## config.mk

```make
export PLATFORM = sky130hd
export DESIGN_NAME = speech_cmd_device_flat
export DESIGN_NICKNAME = d
export VERILOG_FILES = /design/src/hw/speech_cmd_pkg.sv /design/src/hw/speech_cmd_if.sv /design/src/hw/silence_timer.sv /design/src/hw/speech_cmd_device.sv /design/src/flat_wrapper.sv
export VERILOG_INCLUDE_DIRS = /design/src /design/src/hw
export SDC_FILE = /design/constraint.sdc
export NUM_CORES = 1
export LEC_CHECK = 0
export BUFFER_PORTS_ARGS = -buffer_cell sky130_fd_sc_hd__buf_2
export CAP_MARGIN = 5
export CORE_AREA = 2 2 162 164
export DETAILED_ROUTE_END_ITERATION = 6
export DIE_AREA = 0 0 164 166
export PLACE_DENSITY = 0.7
export RECOVER_POWER = 100
export SLEW_MARGIN = 20
export SYNTH_ARGS = -nofsm -noshare
export SYNTH_HDL_FRONTEND = slang
export SYNTH_SLANG_ARGS = --single-unit
```

## constraint.sdc

```tcl
create_clock -name clk -period 5.7 [get_ports clk]
set_input_delay 1.71 -clock clk [delete_from_list [all_inputs] [get_ports clk]]
set_output_delay 1.71 -clock clk [all_outputs]
set_load 0.01 [all_outputs]
```

## src/hw/speech_cmd_defines.svh

```systemverilog
/*
  Shared constants for the channel stop / silence / repeat command path:
  opcodes, byte fields, timing figures, the channel count and the minimum silence count.
  Assumes a 250 MHz core clock and one command byte per strobe.
*/
// Operation
// - stop byte 0110 halts masked channels
// - stopped channel raises ready and busy
// - stop accepted whatever ready shows
// - host waits busy interval, checks busy
// - host repeats stop if still busy
// - zero channel mask is discarded
// - silence: opcode byte plus count byte
// - silence only to ready channels
// - silence lasts count plus one steps
// - host never sends count below four
// - inserted silence is never looped
// - repeat-set byte 1000 enables looping
// - repeat-set only to ready channels
// - loop until release or stop
// - whole edited phrase replays each loop
// - repeat-release byte 1001 clears looping
// - release accepted whatever ready shows
// - release raises channel ready
`ifndef SPEECH_CMD_DEFINES_SVH
`define SPEECH_CMD_DEFINES_SVH

`define NUM_CH             4
`define OPC_MSB            7
`define OPC_LSB            4
`define MASK_MSB           3
`define MASK_LSB           0
`define OP_STOP            4'h6
`define OP_SILENCE         4'h7
`define OP_REPEAT_SET      4'h8
`define OP_REPEAT_REL      4'h9
`define MASK_NONE          4'h0
`define SILENCE_MIN_COUNT  8'h04

`define CLK_PERIOD_NS      4
`define NS_PER_MS          1000000
`define SILENCE_STEP_MS    4
`define STOP_TIME_NS       40
`define BUSY_LOW_INTERVAL_3_NS 200

`endif

```

## src/hw/speech_cmd_pkg.sv

```systemverilog
/*
  Types for the command path: channel, decoder and host states,
  and the host-side request kinds.
  Assumes speech_cmd_defines.svh supplies all numeric constants.
*/
package speech_cmd_pkg;

  typedef enum logic [3:0]
  {
    CH_IDLE    = 4'b0001,
    CH_PLAY    = 4'b0010,
    CH_SILENCE = 4'b0100,
    CH_STOP    = 4'b1000
  } chan_state_t;

  typedef enum logic [1:0]
  {
    DEC_OP  = 2'b01,
    DEC_ARG = 2'b10
  } dec_state_t;

  typedef enum logic [5:0]
  {
    H_IDLE       = 6'b00_0001,
    H_WAIT_READY = 6'b00_0010,
    H_SEND       = 6'b00_0100,
    H_SEND_ARG   = 6'b00_1000,
    H_WAIT_STOP  = 6'b01_0000,
    H_CHECK      = 6'b10_0000
  } host_state_t;

  typedef enum logic [1:0]
  {
    REQ_STOP       = 2'h0,
    REQ_SILENCE    = 2'h1,
    REQ_REPEAT_SET = 2'h2,
    REQ_REPEAT_REL = 2'h3
  } req_op_t;

endpackage

```

## src/hw/speech_cmd_if.sv

```systemverilog
/*
  Command link between host controller and the speech device:
  a byte strobe toward the device, per-channel ready and busy back.
  Assumes both ends share clk; the testbench instantiates and joins them.
*/
`timescale 1ns/1ps
`default_nettype none
`include "speech_cmd_defines.svh"

interface speech_cmd_if;
  logic                 cmdValid;
  logic [7:0]           cmdByte;
  logic [`NUM_CH-1:0]   channelCmdReady;
  logic [`NUM_CH-1:0]   channelBusyN;

  modport device
  (
    input  cmdValid,
    input  cmdByte,
    output channelCmdReady,
    output channelBusyN
  );

  modport host
  (
    output cmdValid,
    output cmdByte,
    input  channelCmdReady,
    input  channelBusyN
  );
endinterface

`default_nettype wire

```

## src/hw/silence_timer.sv

```systemverilog
/*
  One channel's silence timer: counts count+1 steps of a fixed length.
  Assumes start and abort are single-cycle pulses from the channel logic.
*/
`timescale 1ns/1ps
`default_nettype none

module silence_timer
#(
  parameter int STEP_CYCLES = 1000000
)
(
  input  wire logic       clk,
  input  wire logic       arst_n,
  input  wire logic       start,
  input  wire logic       abort,
  input  wire logic [7:0] count,
  output logic            running,
  output logic            done
);

  localparam logic [19:0] STEP_LAST = 20'(STEP_CYCLES - 1);

  logic [19:0] step_ff;
  logic [7:0]  remain_ff;
  logic        run_ff;
  logic        done_ff;

  // ---------------------------------------------------------------
  // step and count
  // ---------------------------------------------------------------
  // prescaler restarts on start so the first step is a full one
  always_ff @(posedge clk or negedge arst_n)
  begin
    if (!arst_n)
    begin
      step_ff   <= 20'h0_0000;
      remain_ff <= 8'h00;
      run_ff    <= 1'b0;
      done_ff   <= 1'b0;
    end
    else
    begin
      done_ff <= 1'b0;
      if (abort)
      begin
        run_ff <= 1'b0;
      end
      else if (start)
      begin
        step_ff   <= 20'h0_0000;
        remain_ff <= count;
        run_ff    <= 1'b1;
      end
      else if (run_ff)
      begin
        if (step_ff == STEP_LAST)
        begin
          step_ff <= 20'h0_0000;
          if (remain_ff == 8'h00)
          begin
            run_ff  <= 1'b0;
            done_ff <= 1'b1;
          end
          else
          begin
            remain_ff <= remain_ff - 8'h01;
          end
        end
        else
        begin
          step_ff <= step_ff + 20'h0_0001;
        end
      end
    end
  end

  assign running = run_ff;
  assign done    = done_ff;

endmodule

`default_nettype wire

```

## src/hw/speech_cmd_device.sv

```systemverilog
/*
  Device end: decodes stop, silence, repeat-set and repeat-release bytes
  and runs four channel controllers that report ready and busy.
  Assumes the playback datapath outside pulses playStart when a phrase
  (or a whole edited sequence) begins and phraseEnd when it ends, and
  restarts the same sequence on phraseReplay.
*/
`timescale 1ns/1ps
`default_nettype none
`include "speech_cmd_defines.svh"

module speech_cmd_device
  import speech_cmd_pkg::*;
#(
  parameter int SILENCE_STEP_CYCLES = `SILENCE_STEP_MS * `NS_PER_MS / `CLK_PERIOD_NS
)
(
  input  wire logic               clk,
  input  wire logic               arst_n,
  speech_cmd_if.device            bus,
  input  wire logic [`NUM_CH-1:0] playStart,
  input  wire logic [`NUM_CH-1:0] phraseEnd,
  output wire logic [`NUM_CH-1:0] playHalt,
  output wire logic [`NUM_CH-1:0] phraseReplay,
  output wire logic [`NUM_CH-1:0] silenceActive,
  output wire logic [`NUM_CH-1:0] repeatOn
);

  localparam int         STOP_CYCLES = (`STOP_TIME_NS + `CLK_PERIOD_NS - 1) / `CLK_PERIOD_NS;
  localparam logic [3:0] STOP_LAST   = 4'(STOP_CYCLES - 1);

  dec_state_t         decState_ff;
  logic [3:0]         argMask_ff;
  logic [3:0]         stopReq_ff;
  logic [3:0]         loopSetReq_ff;
  logic [3:0]         loopRelReq_ff;
  logic [3:0]         silReq_ff;
  logic [7:0]         silCount_ff;
  logic [3:0]         opcode;
  logic [3:0]         mask;

  wire logic [`NUM_CH-1:0] readyVec;
  wire logic [`NUM_CH-1:0] busyNVec;
  wire logic [`NUM_CH-1:0] haltVec;
  wire logic [`NUM_CH-1:0] replayVec;
  wire logic [`NUM_CH-1:0] silVec;
  wire logic [`NUM_CH-1:0] repVec;

  assign opcode = bus.cmdByte[`OPC_MSB:`OPC_LSB];
  assign mask   = bus.cmdByte[`MASK_MSB:`MASK_LSB];

  // ---------------------------------------------------------------
  // byte framing
  // ---------------------------------------------------------------
  always_ff @(posedge clk or negedge arst_n)
  begin
    if (!arst_n)
    begin
      decState_ff <= DEC_OP;
      argMask_ff  <= `MASK_NONE;
    end
    else if (bus.cmdValid)
    begin
      case (decState_ff)
        DEC_OP:
        begin
          // second byte only follows a live mask
          if (opcode == `OP_SILENCE && mask != `MASK_NONE)
          begin
            decState_ff <= DEC_ARG;
            argMask_ff  <= mask;
          end
        end
        default:
        begin
          decState_ff <= DEC_OP;
        end
      endcase
    end
  end

  // ---------------------------------------------------------------
  // command decode to per-channel pulses
  // ---------------------------------------------------------------
  // a zero mask yields all-zero pulses, so the command has no effect
  always_ff @(posedge clk or negedge arst_n)
  begin
    if (!arst_n)
    begin
      stopReq_ff    <= `MASK_NONE;
      loopSetReq_ff <= `MASK_NONE;
      loopRelReq_ff <= `MASK_NONE;
      silReq_ff     <= `MASK_NONE;
      silCount_ff   <= 8'h00;
    end
    else
    begin
      stopReq_ff    <= `MASK_NONE;
      loopSetReq_ff <= `MASK_NONE;
      loopRelReq_ff <= `MASK_NONE;
      silReq_ff     <= `MASK_NONE;
      if (bus.cmdValid && decState_ff == DEC_OP)
      begin
        case (opcode)
          `OP_STOP:       stopReq_ff    <= mask;
          `OP_REPEAT_SET: loopSetReq_ff <= mask & readyVec;
          `OP_REPEAT_REL: loopRelReq_ff <= mask;
          default:        stopReq_ff    <= `MASK_NONE;
        endcase
      end
      else if (bus.cmdValid && decState_ff == DEC_ARG)
      begin
        silReq_ff   <= argMask_ff & readyVec;
        silCount_ff <= bus.cmdByte;
      end
    end
  end

  // ---------------------------------------------------------------
  // channel controllers
  // ---------------------------------------------------------------
  genvar gi;
  generate
    for (gi = 0; gi < `NUM_CH; gi++)
    begin : g_ch
      chan_state_t state_ff;
      chan_state_t nxt_state;
      logic        repeat_ff;
      logic        nxt_repeat;
      logic        silPend_ff;
      logic        nxt_silPend;
      logic [7:0]  pendCount_ff;
      logic [3:0]  stopCnt_ff;
      logic        ready_ff;
      logic        busyN_ff;
      logic        halt_ff;
      logic        replay_ff;
      logic        stopNow;
      logic        endNow;
      logic        tStart;
      logic        tDone;
      logic        tRun;

      assign stopNow = stopReq_ff[gi];
      assign endNow  = phraseEnd[gi] && state_ff == CH_PLAY && !stopNow;
      // silence starts only from idle or after a non-looping phrase
      assign tStart  = !stopNow &&
                       ((state_ff == CH_IDLE && silReq_ff[gi]) ||
                        (endNow && !repeat_ff && silPend_ff));

      silence_timer #(.STEP_CYCLES(SILENCE_STEP_CYCLES)) u_timer
      (
        .clk     (clk),
        .arst_n  (arst_n),
        .start   (tStart),
        .abort   (stopNow),
        .count   (state_ff == CH_IDLE ? silCount_ff : pendCount_ff),
        .running (tRun),
        .done    (tDone)
      );

      always_comb
      begin
        nxt_state   = state_ff;
        nxt_repeat  = repeat_ff;
        nxt_silPend = silPend_ff;
        // loop stays until release or stop
        if (loopSetReq_ff[gi])
          nxt_repeat = 1'b1;
        if (loopRelReq_ff[gi] || stopNow)
          nxt_repeat = 1'b0;
        if (silReq_ff[gi] && state_ff == CH_PLAY)
          nxt_silPend = 1'b1;
        if (tStart || stopNow)
          nxt_silPend = 1'b0;
        case (state_ff)
          CH_IDLE:
          begin
            if (tStart)
              nxt_state = CH_SILENCE;
            else if (playStart[gi] && !stopNow)
              nxt_state = CH_PLAY;
          end
          CH_PLAY:
          begin
            if (stopNow)
              nxt_state = CH_STOP;
            else if (tStart)
              nxt_state = CH_SILENCE;
            else if (endNow && !repeat_ff)
              nxt_state = CH_IDLE;
          end
          CH_SILENCE:
          begin
            if (stopNow)
              nxt_state = CH_STOP;
            else if (tDone)
              nxt_state = CH_IDLE;
          end
          CH_STOP:
          begin
            if (stopCnt_ff == STOP_LAST)
              nxt_state = CH_IDLE;
          end
          default:
          begin
            nxt_state = CH_IDLE;
          end
        endcase
      end

      always_ff @(posedge clk or negedge arst_n)
      begin
        if (!arst_n)
        begin
          state_ff     <= CH_IDLE;
          repeat_ff    <= 1'b0;
          silPend_ff   <= 1'b0;
          pendCount_ff <= 8'h00;
        end
        else
        begin
          state_ff   <= nxt_state;
          repeat_ff  <= nxt_repeat;
          silPend_ff <= nxt_silPend;
          if (silReq_ff[gi] && state_ff == CH_PLAY)
            pendCount_ff <= silCount_ff;
        end
      end

      // stop wind-down time before the channel reports free
      always_ff @(posedge clk or negedge arst_n)
      begin
        if (!arst_n)
          stopCnt_ff <= 4'h0;
        else if (state_ff == CH_STOP)
          stopCnt_ff <= stopCnt_ff + 4'h1;
        else
          stopCnt_ff <= 4'h0;
      end

      always_ff @(posedge clk or negedge arst_n)
      begin
        if (!arst_n)
        begin
          ready_ff  <= 1'b1;
          busyN_ff  <= 1'b1;
          halt_ff   <= 1'b0;
          replay_ff <= 1'b0;
        end
        else
        begin
          // ready once nothing blocks a new command
          ready_ff  <= nxt_state == CH_IDLE ||
                       (nxt_state == CH_PLAY && !nxt_repeat && !nxt_silPend);
          busyN_ff  <= nxt_state == CH_IDLE;
          halt_ff   <= stopNow && state_ff != CH_IDLE;
          replay_ff <= endNow && repeat_ff;
        end
      end

      assign readyVec[gi]  = ready_ff;
      assign busyNVec[gi]  = busyN_ff;
      assign haltVec[gi]   = halt_ff;
      assign replayVec[gi] = replay_ff;
      assign silVec[gi]    = tRun;
      assign repVec[gi]    = repeat_ff;
    end
  endgenerate

  assign bus.channelCmdReady = readyVec;
  assign bus.channelBusyN    = busyNVec;
  assign playHalt            = haltVec;
  assign phraseReplay        = replayVec;
  assign silenceActive       = silVec;
  assign repeatOn            = repVec;

endmodule

`default_nettype wire

```

## src/flat_wrapper.sv

```systemverilog
// flat-port wrapper written by rule: the top's interface ports become plain ports
module speech_cmd_device_flat import speech_cmd_pkg::*;
#(
  parameter int SILENCE_STEP_CYCLES = `SILENCE_STEP_MS * `NS_PER_MS / `CLK_PERIOD_NS
)
  (clk, arst_n, playStart, phraseEnd, playHalt, phraseReplay, silenceActive, repeatOn, bus_cmdValid, bus_cmdByte, bus_channelCmdReady, bus_channelBusyN);
  speech_cmd_if bus_i ();
  input  wire logic clk;
  input  wire logic arst_n;
  input  wire logic [`NUM_CH-1:0] playStart;
  input  wire logic [`NUM_CH-1:0] phraseEnd;
  output wire logic [`NUM_CH-1:0] playHalt;
  output wire logic [`NUM_CH-1:0] phraseReplay;
  output wire logic [`NUM_CH-1:0] silenceActive;
  output wire logic [`NUM_CH-1:0] repeatOn;
  input wire logic [$bits(bus_i.cmdValid)-1:0] bus_cmdValid;
  input wire logic [$bits(bus_i.cmdByte)-1:0] bus_cmdByte;
  output wire logic [$bits(bus_i.channelCmdReady)-1:0] bus_channelCmdReady;
  output wire logic [$bits(bus_i.channelBusyN)-1:0] bus_channelBusyN;
  assign bus_i.cmdValid = bus_cmdValid;
  assign bus_i.cmdByte = bus_cmdByte;
  assign bus_channelCmdReady = bus_i.channelCmdReady;
  assign bus_channelBusyN = bus_i.channelBusyN;
  speech_cmd_device #(.SILENCE_STEP_CYCLES(SILENCE_STEP_CYCLES)) u_core (.clk(clk), .arst_n(arst_n), .bus(bus_i), .playStart(playStart), .phraseEnd(phraseEnd), .playHalt(playHalt), .phraseReplay(phraseReplay), .silenceActive(silenceActive), .repeatOn(repeatOn));
endmodule
```

==> impl_summary.txt, run 1 <==
----------------------------------------------------
[STA]
  Timing-limited maximum frequency ... 252.8 MHz
  Clock period minus worst slack ... 3.956 ns
  Part of the cycle the worst path needs ... 69.40%
  Setup repair after global routing missed its margin ... false
  Final setup violating endpoints ... 0
  Final Skew ... 0.009740 ns
  Slew of the pin with the lowest slew margin ... 2.583 ns
  Final Hold Violating Endpoints ... 0
  Final setup TNS ... 0 ns
  Worst-case hold slack ... 0.4235 ns
  Rel. slew slack ... -72.20%
  Max Transition Viols Final ... 86

[Worst setup path]
  Setup crit end kind ... async pin
  Buf/Inv on CP ... 2
  Data required time of the critical path ... 5.79 ns
  Cell with the biggest individual delay on the critical path ... clkbuf_1
  R2R depth ... 5
  FF-to-FF Start ... u_core.g_ch[3].state_ff[1]
  Endpoint of the worst setup timing path ... u_core.g_ch[0].replay_ff
  Number of logic stages on the critical path including buffering ... 2
  Setup Crit Path Kind ... input pin to async pin
  Critical path arrival ... 4.04 ns
  Highest cell delay on the worst timing path ... 1.88 ns
  R2R Setup Slk ... 1.75 ns
  Cell-by-cell trace of the critical path ... buf_8 > clkbuf_1
  Crit-path max FO ... 80
  Worst setup SP type ... input pin
  CP delay by family, top ... buffers and inverters
  FF-to-FF End ... u_core.g_ch[3].u_timer.step_ff[15]
  Worst Setup SP ... arst_n

[Placement]
  Placement-stage cell area ... 13380 µm²
  Number of buffers added on ports ... 42
  Final HPWL from detailed placement ... 19.50 mm
  Final weighted congestion in routability-driven placement ... 0.8661
  Post-Place Cells ... 1628

[Floorplan]
  Die outline width ... 164 µm
  Number of ports placed on the die boundary ... 43
  Area of the core ... 25620 µm²
  Overall die area ... 27220 µm²
  Die outline height ... 166 µm
  Starting density of the core ... 51.30%
  Core Rows ... 59

[Yosys]
  Post-synthesis async set-or-reset flop share ... 100.0%
  Number of synthesis warnings ... 0
  Top FF cell, synth ... dfrtp_1
  Flip-flop and latch count after synthesis ... 238
  Post-synthesis instance total ... 1337
  Number of enable-type register cells in the synthesized netlist ... 0
  Net count after synthesis ... 1372
  Mean post-synth cell area ... 9.828 µm²
  Post-synthesis instance area ... 13140 µm²
  Post-synthesis sequential area ratio ... 45.45%
  Synth cell types ... 88

[Route]
  First-iteration detailed-routing DRC count ... 837
  Drt first pass iters ... 6
  Post-detailed-routing wire length ... 28.75 mm
  Antenna-violating nets left ... 0
  Vias after detailed routing ... 10244
  Residual DRC count ... 0
  Via/cell ratio ... 6.105
  WL/cell ... 17.13 µm

[Cells and area]
  Final cell area excluding filler cells ... 14240 µm²
  Layout Cells excl Fill ... 1678
  Total Nets Final ... 1357
  Share of layout cells above drive strength 1 ... 11.85%
  Final Core Density ... 55.58%
  Syn-to-layout area delta ... 8.342%
  Layout fillers ... 2253

[Clock network]
  Maximum level of the CTS H-tree ... 1
  Largest buffer count on any clock path ... 3
  Hold buffer count at cts ... 0
  Clock Root Buffer ... clkbuf_16
  Clock-pin transition on the worst setup and hold timing paths ... 0.06 ns
  Number of clock buffers inserted by TritonCTS ... 27
  Clock latency on the worst-skew pair ... 0.53 ns
  Post-cts sizing count ... 0
  Clock tree from TritonCTS ... done
  Post-CTS setup repair buffer count ... 0
  Sinks on Clock Net ... 238

[Global routing]
  Remaining global-route overflow ... 0
  Global-route met1 utilization ... 30.49%
  Pin count of the biggest net entering global routing ... 113
  Global-route usage over all layers ... 21.57%
  First-pass GRT wire length ... 49.59 mm
  Met3 GRT Util ... 3.272%
  Busiest layer in global routing ... met2
  Antenna violations before repair ... 3
  Number of global-route vias before repair ... 9845
  Routing usage on met2 ... 35.07%

[Pwr]
  Pwr per Cell Area ... 337.6 nW/µm²
  Largest voltage drop on the vdd net ... 0.2584 mV
  Leakage power ... 5.829 nW

[Flow run]
  Number of maximum-capacitance violations ... 2

[Outcome]
  Violations in the final reports ... capacitance limit, slew limit
  Result of the run ... finished, violations left

[Min path]
  Min-delay worst type ... flop to flop

----------------------------------------------------
==> stage by stage <==
stage          total power [mW]  worst slack (ns)
2_1_floorplan             2.765             2.521
3_3_place_gp              2.947             1.867
3_5_place_dp              2.962             1.768
4_1_cts                   4.890             2.264
5_1_grt                   5.043             1.065
6_report                  4.806             1.744
==> placed cells by master (no fill, tap or decap), types with 19 or more instances in the layout <==
master / Yosys / layout
nand2_1: 101 / 101
nand4_1: 33 / 35
a21oi_1: 36 / 38
a211oi_1: 19 / 19
or4_1: 19 / 19
nor2_1: 118 / 118
o21ai_0: 35 / 37
dfrtp_1: 225 / 225
nand3_1: 61 / 61
nor3_1: 43 / 43
clkbuf_16: 0 / 27
clkbuf_1: 41 / 34
mux2_2: 48 / 48
nor4_1: 28 / 28
xnor2_1: 43 / 43
and3_1: 23 / 23
mux2i_1: 23 / 23
inv_1: 48 / 48
==> where the power goes <==
part,switching [mW],internal (mW)
logic,0.479,0.348
registers,0.200,1.87
clock network,0.696,1.21
total,1.38,3.43
==> layout make-up <==
type                       count  area, µm²  share of cell area [%]
clock inverter                13      217.7                   1.529
sequential                   238       5972                   41.95
inverter                      48      180.2                   1.266
tap                          335      419.2                   2.944
antenna                        1      2.502                 0.01758
clock buffer                  36      769.5                   5.405
multi-input combinational    956       6429                   45.16
timing repair buffer          51      246.5                   1.731
==> how the worst min path moves through the flow <==
stage | depth (start not counted) | to | start
6_report | 1 | u_core.g_ch[3].repeat_ff | u_core.loopRelReq_ff[3]
4_1_cts | 1 | u_core.g_ch[3].repeat_ff | u_core.loopRelReq_ff[3]
2_1_floorplan | 1 | u_core.g_ch[3].repeat_ff | u_core.loopRelReq_ff[3]
5_1_grt | 1 | u_core.g_ch[3].repeat_ff | u_core.loopRelReq_ff[3]
3_5_place_dp | 1 | u_core.g_ch[3].repeat_ff | u_core.loopRelReq_ff[3]
3_3_place_gp | 1 | u_core.g_ch[3].repeat_ff | u_core.loopRelReq_ff[3]
==> routing by layer <==
layer / up-vias / share of wire, %
li1: 4925 / -
met3: 40 / 4.7
met1: 5056 / 45
met2: 219 / 48
met4: 4 / 1.5
met5: - / 0.10
==> cell usage after synthesis, drive strengths merged (15+ instances only) <==
master	count	area share [%]
nor4b	21	2.1
nand2	101	2.9
and3	23	1.1
ha	16	1.5
nor2b	15	0.71
buf	52	2.4
mux2	48	4.1
a211oi	19	1.1
nand4	35	1.8
nand3	61	2.3
dfrtp	225	43
clkbuf	43	1.2
inv	48	1.4
mux2i	23	1.8
or4	19	1.1
nor2	118	3.4
or3	16	0.76
xnor2	43	2.9
a21oi	38	1.5
nor4	29	1.4
nor3	43	1.6
o21ai	37	1.4
a2111oi	19	1.7
==> state kept, by name (all words and copies together), names as in the netlist, 8 cells and up <==
signal	cells
u_core.g_ch.stopCnt_ff	16
u_core.silCount_ff	8
u_core.g_ch.pendCount_ff	32
u_core.g_ch.u_timer.remain_ff	32
u_core.g_ch.state_ff	16
u_core.g_ch.u_timer.step_ff	80
==> cells by family (layout without fill, tap and decap cells) <==
family / after synthesis / count (layout) / share of synthesized area [%]
compound gates: 247 / 247 / 14.22
xor+xnor: 49 / 49 / 3.266
fa+ha+maj: 16 / 16 / 1.524
buf+inv: 143 / 148 / 5.028
flops: 238 / 238 / 45.45
mux: 71 / 71 / 5.866
other cells: 0 / 1 / 0
simple gates: 573 / 573 / 24.65
No activity file was read; power rests on OpenSTA's default activity.
==> inputs of run 2 (changes only) <==
--- a/config.mk
+++ b/config.mk
@@ -6,12 +6,13 @@
 export SDC_FILE = /design/constraint.sdc
 export NUM_CORES = 1
 export LEC_CHECK = 0
+export ABC_AREA = 1
 export BUFFER_PORTS_ARGS = -buffer_cell sky130_fd_sc_hd__buf_2
 export CAP_MARGIN = 5
-export CORE_AREA = 2 2 162 164
+export CORE_AREA = 2 2 165 167
 export DETAILED_ROUTE_END_ITERATION = 6
-export DIE_AREA = 0 0 164 166
-export PLACE_DENSITY = 0.7
+export DIE_AREA = 0 0 167 169
+export PLACE_DENSITY = 0.73
 export RECOVER_POWER = 100
 export SLEW_MARGIN = 20
 export SYNTH_ARGS = -nofsm -noshare
==> constraint.sdc (replaced) <==
create_clock -name clk -period 3.4 [get_ports clk]
set_input_delay 1.02 -clock clk [delete_from_list [all_inputs] [get_ports clk]]
set_output_delay 1.02 -clock clk [all_outputs]
set_load 0.01 [all_outputs]
==> impl_summary.txt, run 2 <==
----------------------------------------------------
[Cells and area]
  Largest register FFs ... 80 (unchanged)
  Total Nets Final ... 1927 (+42%)
  Top Registers ... u_core.g_ch.u_timer.step_ff: 80 flops, u_core.g_ch.pendCount_ff: 32 flops, u_core.g_ch.u_timer.remain_ff: 32 flops
  Area taken by flip-flops and latches ... 5972 µm² (unchanged)
  Commonest cells after routing, fill and taps aside ... 583 x nand2_1, 264 x nor2_1, 225 x dfrtp_1
  Layout fillers ... 2570 (+14%)
  Total area of multi-input combinational cells ... 6450 µm² (+0.33%)
  Share of layout cells above drive strength 1 ... 6.283% (-5.6 points)
  Syn-to-layout area delta ... 8.932%
  Commonest non-fill, non-tap cell in the layout ... nand2_1
  Register with the most flip-flops ... u_core.g_ch.u_timer.step_ff

[Route]
  Drt first pass iters ... 5 (-1)
  Residual DRC count ... 0 (unchanged)
  Post-detailed-routing wire length ... 31.63 mm (+10%)
  First-iteration detailed-routing DRC count ... 962 (+15%)
  Via/cell ratio ... 5.343 (-12%)
  Antenna-violating nets left ... 0 (unchanged)
  WL/cell ... 14.05 µm (-18%)
  Vias after detailed routing ... 12032 (+17%)

[Yosys]
  Synth cell types ... 40 (-55%)
  Cell accounting for the most synthesized area ... dfrtp_1
  Cell types occupying the most area after synthesis ... dfrtp_1 41%, nand2_1 16%, nor2_1 7.2%
  Number of enable-type register cells in the synthesized netlist ... 0 (unchanged)
  Top FF cell, synth ... dfrtp_1
  Flip-flop and latch count after synthesis ... 238 (unchanged)
  Number of synthesis warnings ... 0 (unchanged)
  Post-synthesis sequential area ratio ... 43.81% (-1.6 points)
  Mean post-synth cell area ... 7.285 µm² (-26%)
  Net count after synthesis ... 1906 (+39%)
  Post-synthesis instance total ... 1871 (+40%)
  Post-synth top area share ... 41.31% (-1.5 points)
  Post-synthesis instance area ... 13630 µm² (+3.7%)
  Top post-synthesis cells by count ... 573 x nand2_1, 260 x nor2_1, 225 x dfrtp_1
  Post-synthesis async set-or-reset flop share ... 100.0% (unchanged)
  Most common cell in the synthesized netlist ... nand2_1

[Placement]
  Number of buffers added on ports ... 42 (unchanged)
  Final HPWL from detailed placement ... 22.11 mm (+13%)
  Final weighted congestion in routability-driven placement ... 0.9110 (+5.2%)

[Pwr]
  Switching power ... 2.751 mW (+100%)
  Sequential Power Share ... 42.3% (-0.7 points)
  Switch share ... 32.47% (+3.8 points)
  Share of total power in the clock network ... 37.5% (-2.2 points)
  Total power draw ... 8.473 mW (+76%)
  Largest voltage drop on the vdd net ... 0.4216 mV (+63%)
  Internal Power ... 5.722 mW (+67%)
  Pwr per Cell Area ... 570.6 nW/µm² (+69%)
  Combinational share of power ... 20.2% (+3.0 points)
  Leakage power ... 7.282 nW (+25%)

[STA]
  Final setup violating endpoints ... 0 (unchanged)
  Final setup TNS ... 0 ns (unchanged)
  Slew of the pin with the lowest slew margin ... 2.214 ns (-0.3694 ns)
  Setup repair after global routing missed its margin ... false
  Rel. slew slack ... -47.57% (+25 points)
  Final Hold Violating Endpoints ... 0 (unchanged)
  Timing-limited maximum frequency ... 364.1 MHz
  Final Skew ... 0.01201 ns (+0.002268 ns)
  Max Transition Viols Final ... 86 (unchanged)
  Part of the cycle the worst path needs ... 80.79%
  Clock period minus worst slack ... 2.747 ns

[Clock network]
  Clock Root Buffer ... clkbuf_16
  Maximum level of the CTS H-tree ... 1 (unchanged)
  Hold buffer count at cts ... 0 (unchanged)
  Clock tree from TritonCTS ... done
  Post-cts sizing count ... 0 (unchanged)
  Clock latency on the worst-skew pair ... 0.53 ns (about the same)
  Largest buffer count on any clock path ... 3 (unchanged)
  Clock-pin transition on the worst setup and hold timing paths ... 0.06 ns (about the same)
  Sinks on Clock Net ... 238 (unchanged)
  Post-CTS setup repair buffer count ... 0 (unchanged)
  Number of clock buffers inserted by TritonCTS ... 27 (unchanged)

[Worst setup path]
  Setup Crit Path Kind ... flop to flop
  FF-to-FF Start ... u_core.g_ch[3].state_ff[0]
  Critical path arrival ... 3.16 ns (-0.88 ns)
  Setup crit end kind ... flop
  Worst setup SP type ... flop
  Crit-path max FO ... 28 (-65%)
  Data required time of the critical path ... 3.82 ns (-1.97 ns)
  Worst Setup SP ... u_core.g_ch[3].state_ff[0]

[Global routing]
  Global-route usage over all layers ... 22.63% (+1.1 points)
  Remaining global-route overflow ... 0 (unchanged)
  Number of global-route vias before repair ... 11181 (+14%)
  Antenna violations before repair ... 1 (-2)
  Pin count of the biggest net entering global routing ... 88 (-22%)
  First-pass GRT wire length ... 54.10 mm (+9.1%)

[Min path]
  Launch point of the worst hold path ... u_core.loopRelReq_ff[3]
  Min-delay worst type ... flop to flop

[Floorplan]
  Starting density of the core ... 51.44% (+0.14 points)
  Die outline height ... 169 µm (+1.8%)
  Area of the core ... 26500 µm² (+3.5%)
  Die outline width ... 167 µm (+1.8%)
  Core Rows ... 60 (+1.7%)
  Overall die area ... 28220 µm² (+3.7%)
  Number of ports placed on the die boundary ... 43 (unchanged)

[Outcome]
  Violations in the final reports ... capacitance limit, slew limit
  Result of the run ... finished, violations left

[Flow run]
  Number of maximum-capacitance violations ... 1 (-1)

----------------------------------------------------
## run 2: metal layers
| metal | part of all wire, % | track usage [%] | routed length [µm] | vias up |
|---|---|---|---|---|
| met4 | 1.8 | 5.135 | 566 | 2 |
| met5 | 0.035 | 0 | 11 | - |
| met3 | 5.5 | 2.923 | 1731 | 47 |
| met1 | 47 | 33.08 | 14880 | 5681 |
| li1 | - | - | - | 5989 |
| met2 | 46 | 36.12 | 14450 | 313 |
## run 2: kinds of logic (layout without fill, tap and decap cells)
kind of cell,Yosys count,after routing,synth area share [%]
DFF,238,238,43.81
other,0,1,0
xor gates and xnor gates,67,67,4.305
buffers and inverters,259,298,8.353
AOI/OAI and AO/OA,152,152,6.113
and+or+nand+nor,1139,1139,35.95
adders and majority gates,16,16,1.469
## run 2: final timing paths
| kind | endpoint | slack (ns) | depth (start not counted) |
|---|---|---|---|
| min | u_core.g_ch[3].repeat_ff | 0.40 | 1 |
| max in group asynchronous | u_core.g_ch[2].busyN_ff | 0.81 | 2 |
| min in group asynchronous | u_core.g_ch[3].u_timer.step_ff[16] | 1.13 | 1 |
| min reg2reg | u_core.g_ch[3].repeat_ff | 0.40 | 1 |
| max | u_core.g_ch[3].u_timer.remain_ff[0] | 0.65 | 9 |
| max reg2reg | u_core.g_ch[3].u_timer.remain_ff[0] | 0.65 | 9 |
## run 2: final cells by class
cell class,count,share of cell area (%)
timing repair buffer,55,1.972
clock buffer,31,4.854
inverter,196,4.963
antenna,1,0.01685
sequential,238,40.22
tap,341,2.874
multi-input combinational,1374,43.44
clock inverter,16,1.660
## run 2: power groups by stage
stage / Sequential [mW] / Clock [mW] / Combinational, mW
after CTS: 3.59 / 3.24 / 1.77
final: 3.59 / 3.18 / 1.71
after global routing: 3.63 / 3.35 / 1.98
after floorplan: 3.52 / 0 / 1.44
after global placement: 3.63 / 0 / 1.71
after detailed placement: 3.63 / 0 / 1.77
## run 2: metrics by stage
stage	instances	hold WS (ns)	utilization (%)	instance area, µm²	setup WS [ns]
finish	2252	0.4017	56.03	14850	0.6532
CTS	2251	0.4033	56.47	14970	1.026
detailed placement	2204	0.4006	52.82	14000	0.6832
global route	2251	0.4139	56.02	14850	0.3730
global placement	2204	0.4022	52.82	14000	0.7162
floorplan	1871	0.3946	-	13630	1.321
## run 2: critical path, cell delays in order, from the launching register on
cell,delay (ns)
dfstp_1,0.56
nand3_1,0.44
inv_1,0.31
nand2_1,0.10
nand2_1,0.29
nand2_4,0.29
nand2_1,0.38
nand2_4,0.13
nand2_1,0.09
nand2_1,0.05
==> inputs of run 3 (changes only) <==
==> constraint.sdc (replaced) <==
create_clock -name clk -period 2.4 [get_ports clk]
set_input_delay 0.72 -clock clk [delete_from_list [all_inputs] [get_ports clk]]
set_output_delay 0.72 -clock clk [all_outputs]
set_load 0.01 [all_outputs]
==> impl_summary.txt, run 3 (synthesized netlist as in run 2, its figures left out) <==
----------------------------------------------------
[Route]
  WL/cell ... 14.12 µm (+0.51%)
  Drt first pass iters ... 7 (+2)
  Residual DRC count ... 0 (unchanged)
  Antenna-violating nets left ... 0 (unchanged)
  Via/cell ratio ... 5.266 (-1.4%)
  Vias after detailed routing ... 11981 (-0.42%)
  First-iteration detailed-routing DRC count ... 984 (+2.3%)
  Post-detailed-routing wire length ... 32.12 mm (+1.5%)

[Global routing]
  Pin count of the biggest net entering global routing ... 63 (-28%)
  First-pass GRT wire length ... 55.19 mm (+2.0%)
  Global-route usage over all layers ... 23.12% (+0.48 points)
  Antenna violations before repair ... 0 (-1)
  Remaining global-route overflow ... 0 (unchanged)
  Number of global-route vias before repair ... 11430 (+2.2%)

[Outcome]
  Result of the run ... finished, final reports clean

[Cells and area]
  Top Registers ... u_core.g_ch.u_timer.step_ff: 80 flops, u_core.g_ch.pendCount_ff: 32 flops, u_core.g_ch.u_timer.remain_ff: 32 flops
  Total Nets Final ... 1947 (+1.0%)
  Largest register FFs ... 80 (unchanged)
  Syn-to-layout area delta ... 10.29%
  Share of layout cells above drive strength 1 ... 7.915% (+1.6 points)
  Register with the most flip-flops ... u_core.g_ch.u_timer.step_ff
  Commonest cells after routing, fill and taps aside ... 577 x nand2_1, 263 x nor2_1, 225 x dfrtp_1
  Layout Cells excl Fill ... 2275 (+1.0%)
  Commonest non-fill, non-tap cell in the layout ... nand2_1
  Layout fillers ... 2470 (-3.9%)

[Pwr]
  Leakage power ... 7.397 nW (+1.6%)
  Pwr per Cell Area ... 820.0 nW/µm² (+44%)
  Largest voltage drop on the vdd net ... 0.5090 mV (+21%)

[STA]
  Max Transition Viols Final ... 0 (-100%)
  Final setup violating endpoints ... 0 (unchanged)
  Final setup TNS ... 0 ns (unchanged)
  Worst-case hold slack ... 0.4100 ns (+0.008293 ns)
  Rel. slew slack ... 15.27% (+63 points)
  Slew of the pin with the lowest slew margin ... 1.271 ns (-0.9426 ns)
  Clock period minus worst slack ... 2.204 ns (-0.5431 ns)
  Final Hold Violating Endpoints ... 0 (unchanged)
  Timing-limited maximum frequency ... 453.8 MHz (+25%)
  Final Skew ... 0.01338 ns (+0.001371 ns)
  Part of the cycle the worst path needs ... 91.82% (+11 points)
  Setup repair after global routing missed its margin ... false

[Placement]
  Final weighted congestion in routability-driven placement ... 0.9419 (+3.4%)
  Final HPWL from detailed placement ... 22.78 mm (+3.0%)
  Number of buffers added on ports ... 42 (unchanged)
  Post-Place Cells ... 2224 (+0.91%)

[Clock network]
  Maximum level of the CTS H-tree ... 1 (unchanged)
  Clock latency on the worst-skew pair ... 0.54 ns (about the same)
  Clock tree from TritonCTS ... done
  Post-cts sizing count ... 0 (unchanged)
  Post-CTS setup repair buffer count ... 0 (unchanged)
  Hold buffer count at cts ... 0 (unchanged)
  Number of clock buffers inserted by TritonCTS ... 27 (unchanged)
  Clock Root Buffer ... clkbuf_16
  Sinks on Clock Net ... 238 (unchanged)
  Largest buffer count on any clock path ... 3 (unchanged)
  Clock-pin transition on the worst setup and hold timing paths ... 0.06 ns (about the same)

[Floorplan]
  Die outline height ... 169 µm (unchanged)
  Die outline width ... 167 µm (unchanged)
  Starting density of the core ... 51.44% (unchanged)
  Core Rows ... 60 (unchanged)
  Overall die area ... 28220 µm² (unchanged)
  Area of the core ... 26500 µm² (unchanged)
  Number of ports placed on the die boundary ... 43 (unchanged)

[Worst setup path]
  Buf/Inv on CP ... 0 (-1)
  FF-to-FF Start ... u_core.g_ch[1].u_timer.step_ff[0]
  Cell-by-cell trace of the critical path ... ha_1 > nand3_1 > nor3_1 > nand3_2 > o21ai_4 > nand2_2 > nand2_1 > nand2_1
  Crit-path max FO ... 9 (-68%)
  Worst Setup SP ... u_core.g_ch[1].u_timer.step_ff[0]
  Highest cell delay on the worst timing path ... 0.46 ns (-0.10 ns)
  Cell type with the highest occurrence count on the critical path ... nand2_1
  Worst setup SP type ... flop
  Setup crit end kind ... flop
  Critical path arrival ... 2.62 ns (-0.54 ns)
  Cell with the biggest individual delay on the critical path ... dfrtp_1
  Data required time of the critical path ... 2.82 ns (-1.00 ns)
  Setup Crit Path Kind ... flop to flop
  CP delay by family, top ... simple AND/OR/NAND/NOR gates

[Min path]
  Launch point of the worst hold path ... u_core.loopRelReq_ff[1]
  Min-delay worst type ... flop to flop

[Flow run]
  Number of maximum-capacitance violations ... 0 (-1)

----------------------------------------------------
## run 3: changes by cell type in the layout (fill, tap and decap cells not counted), moves of 2 or more
cell      change
dfstp_2       +2
buf_2         +4
nand3_2       +2
clkbuf_2      +5
nand2_1       -6
dfstp_1       -2
nand2_2       +5
inv_2         +4
clkinv_2      -2
inv_1         -3
buf_4        +10
nand3_1       -2
clkbuf_1      +3
## run 3: layout make-up
cell class                 instances  area, µm²  share of cell area, %
clock buffer                      34      742.0                  4.935
tap                              341      426.7                  2.838
sequential                       238       5972                  39.73
multi-input combinational       1374       6477                  43.09
clock inverter                    16      272.8                  1.814
inverter                         196      735.7                  4.894
timing repair buffer              75      404.1                  2.688
antenna                            1      2.502                0.01665
## run 3: layer usage
layer / vias to the layer above / routed length (µm) / track usage (%)
met1: 5594 / 15310 / 33.60
met5: - / 0 / 0
met4: 0 / 576 / 5.435
met3: 55 / 1753 / 3.367
met2: 313 / 14480 / 36.73
li1: 6019 / - / -
## run 3: worst paths after layout
kind	end	slack [ns]	cells after the start
max	u_core.g_ch[1].u_timer.remain_ff[2]	0.20	8
min	u_core.g_ch[1].repeat_ff	0.41	1
max reg2reg	u_core.g_ch[1].u_timer.remain_ff[2]	0.20	8
min reg2reg	u_core.g_ch[1].repeat_ff	0.41	1
max in group asynchronous	u_core.g_ch[2].u_timer.step_ff[3]	0.49	2
min in group asynchronous	u_core.g_ch[3].u_timer.step_ff[15]	0.44	1
## run 3: power breakdown
group	total [mW]	leakage [nW]	switching, mW	internal [mW]
sequential	5.09	3.17	0.540	4.55
combinational	2.58	3.74	1.71	0.868
clock	4.66	0.485	1.72	2.94
total	12.3	7.40	3.97	8.36
## run 3: stage by stage
step / util, % / worst slack (ns) / area, µm² / total power, mW
after floorplan: - / 0.6206 / 13630 / 7.024
after global placement: 53.44 / 0.3096 / 14160 / 7.682
after detailed placement: 53.44 / 0.2542 / 14160 / 7.766
after CTS: 57.27 / 0.2729 / 15180 / 12.49
after global routing: 56.72 / 0.03448 / 15030 / 13.08
final: 56.73 / 0.1963 / 15030 / 12.33
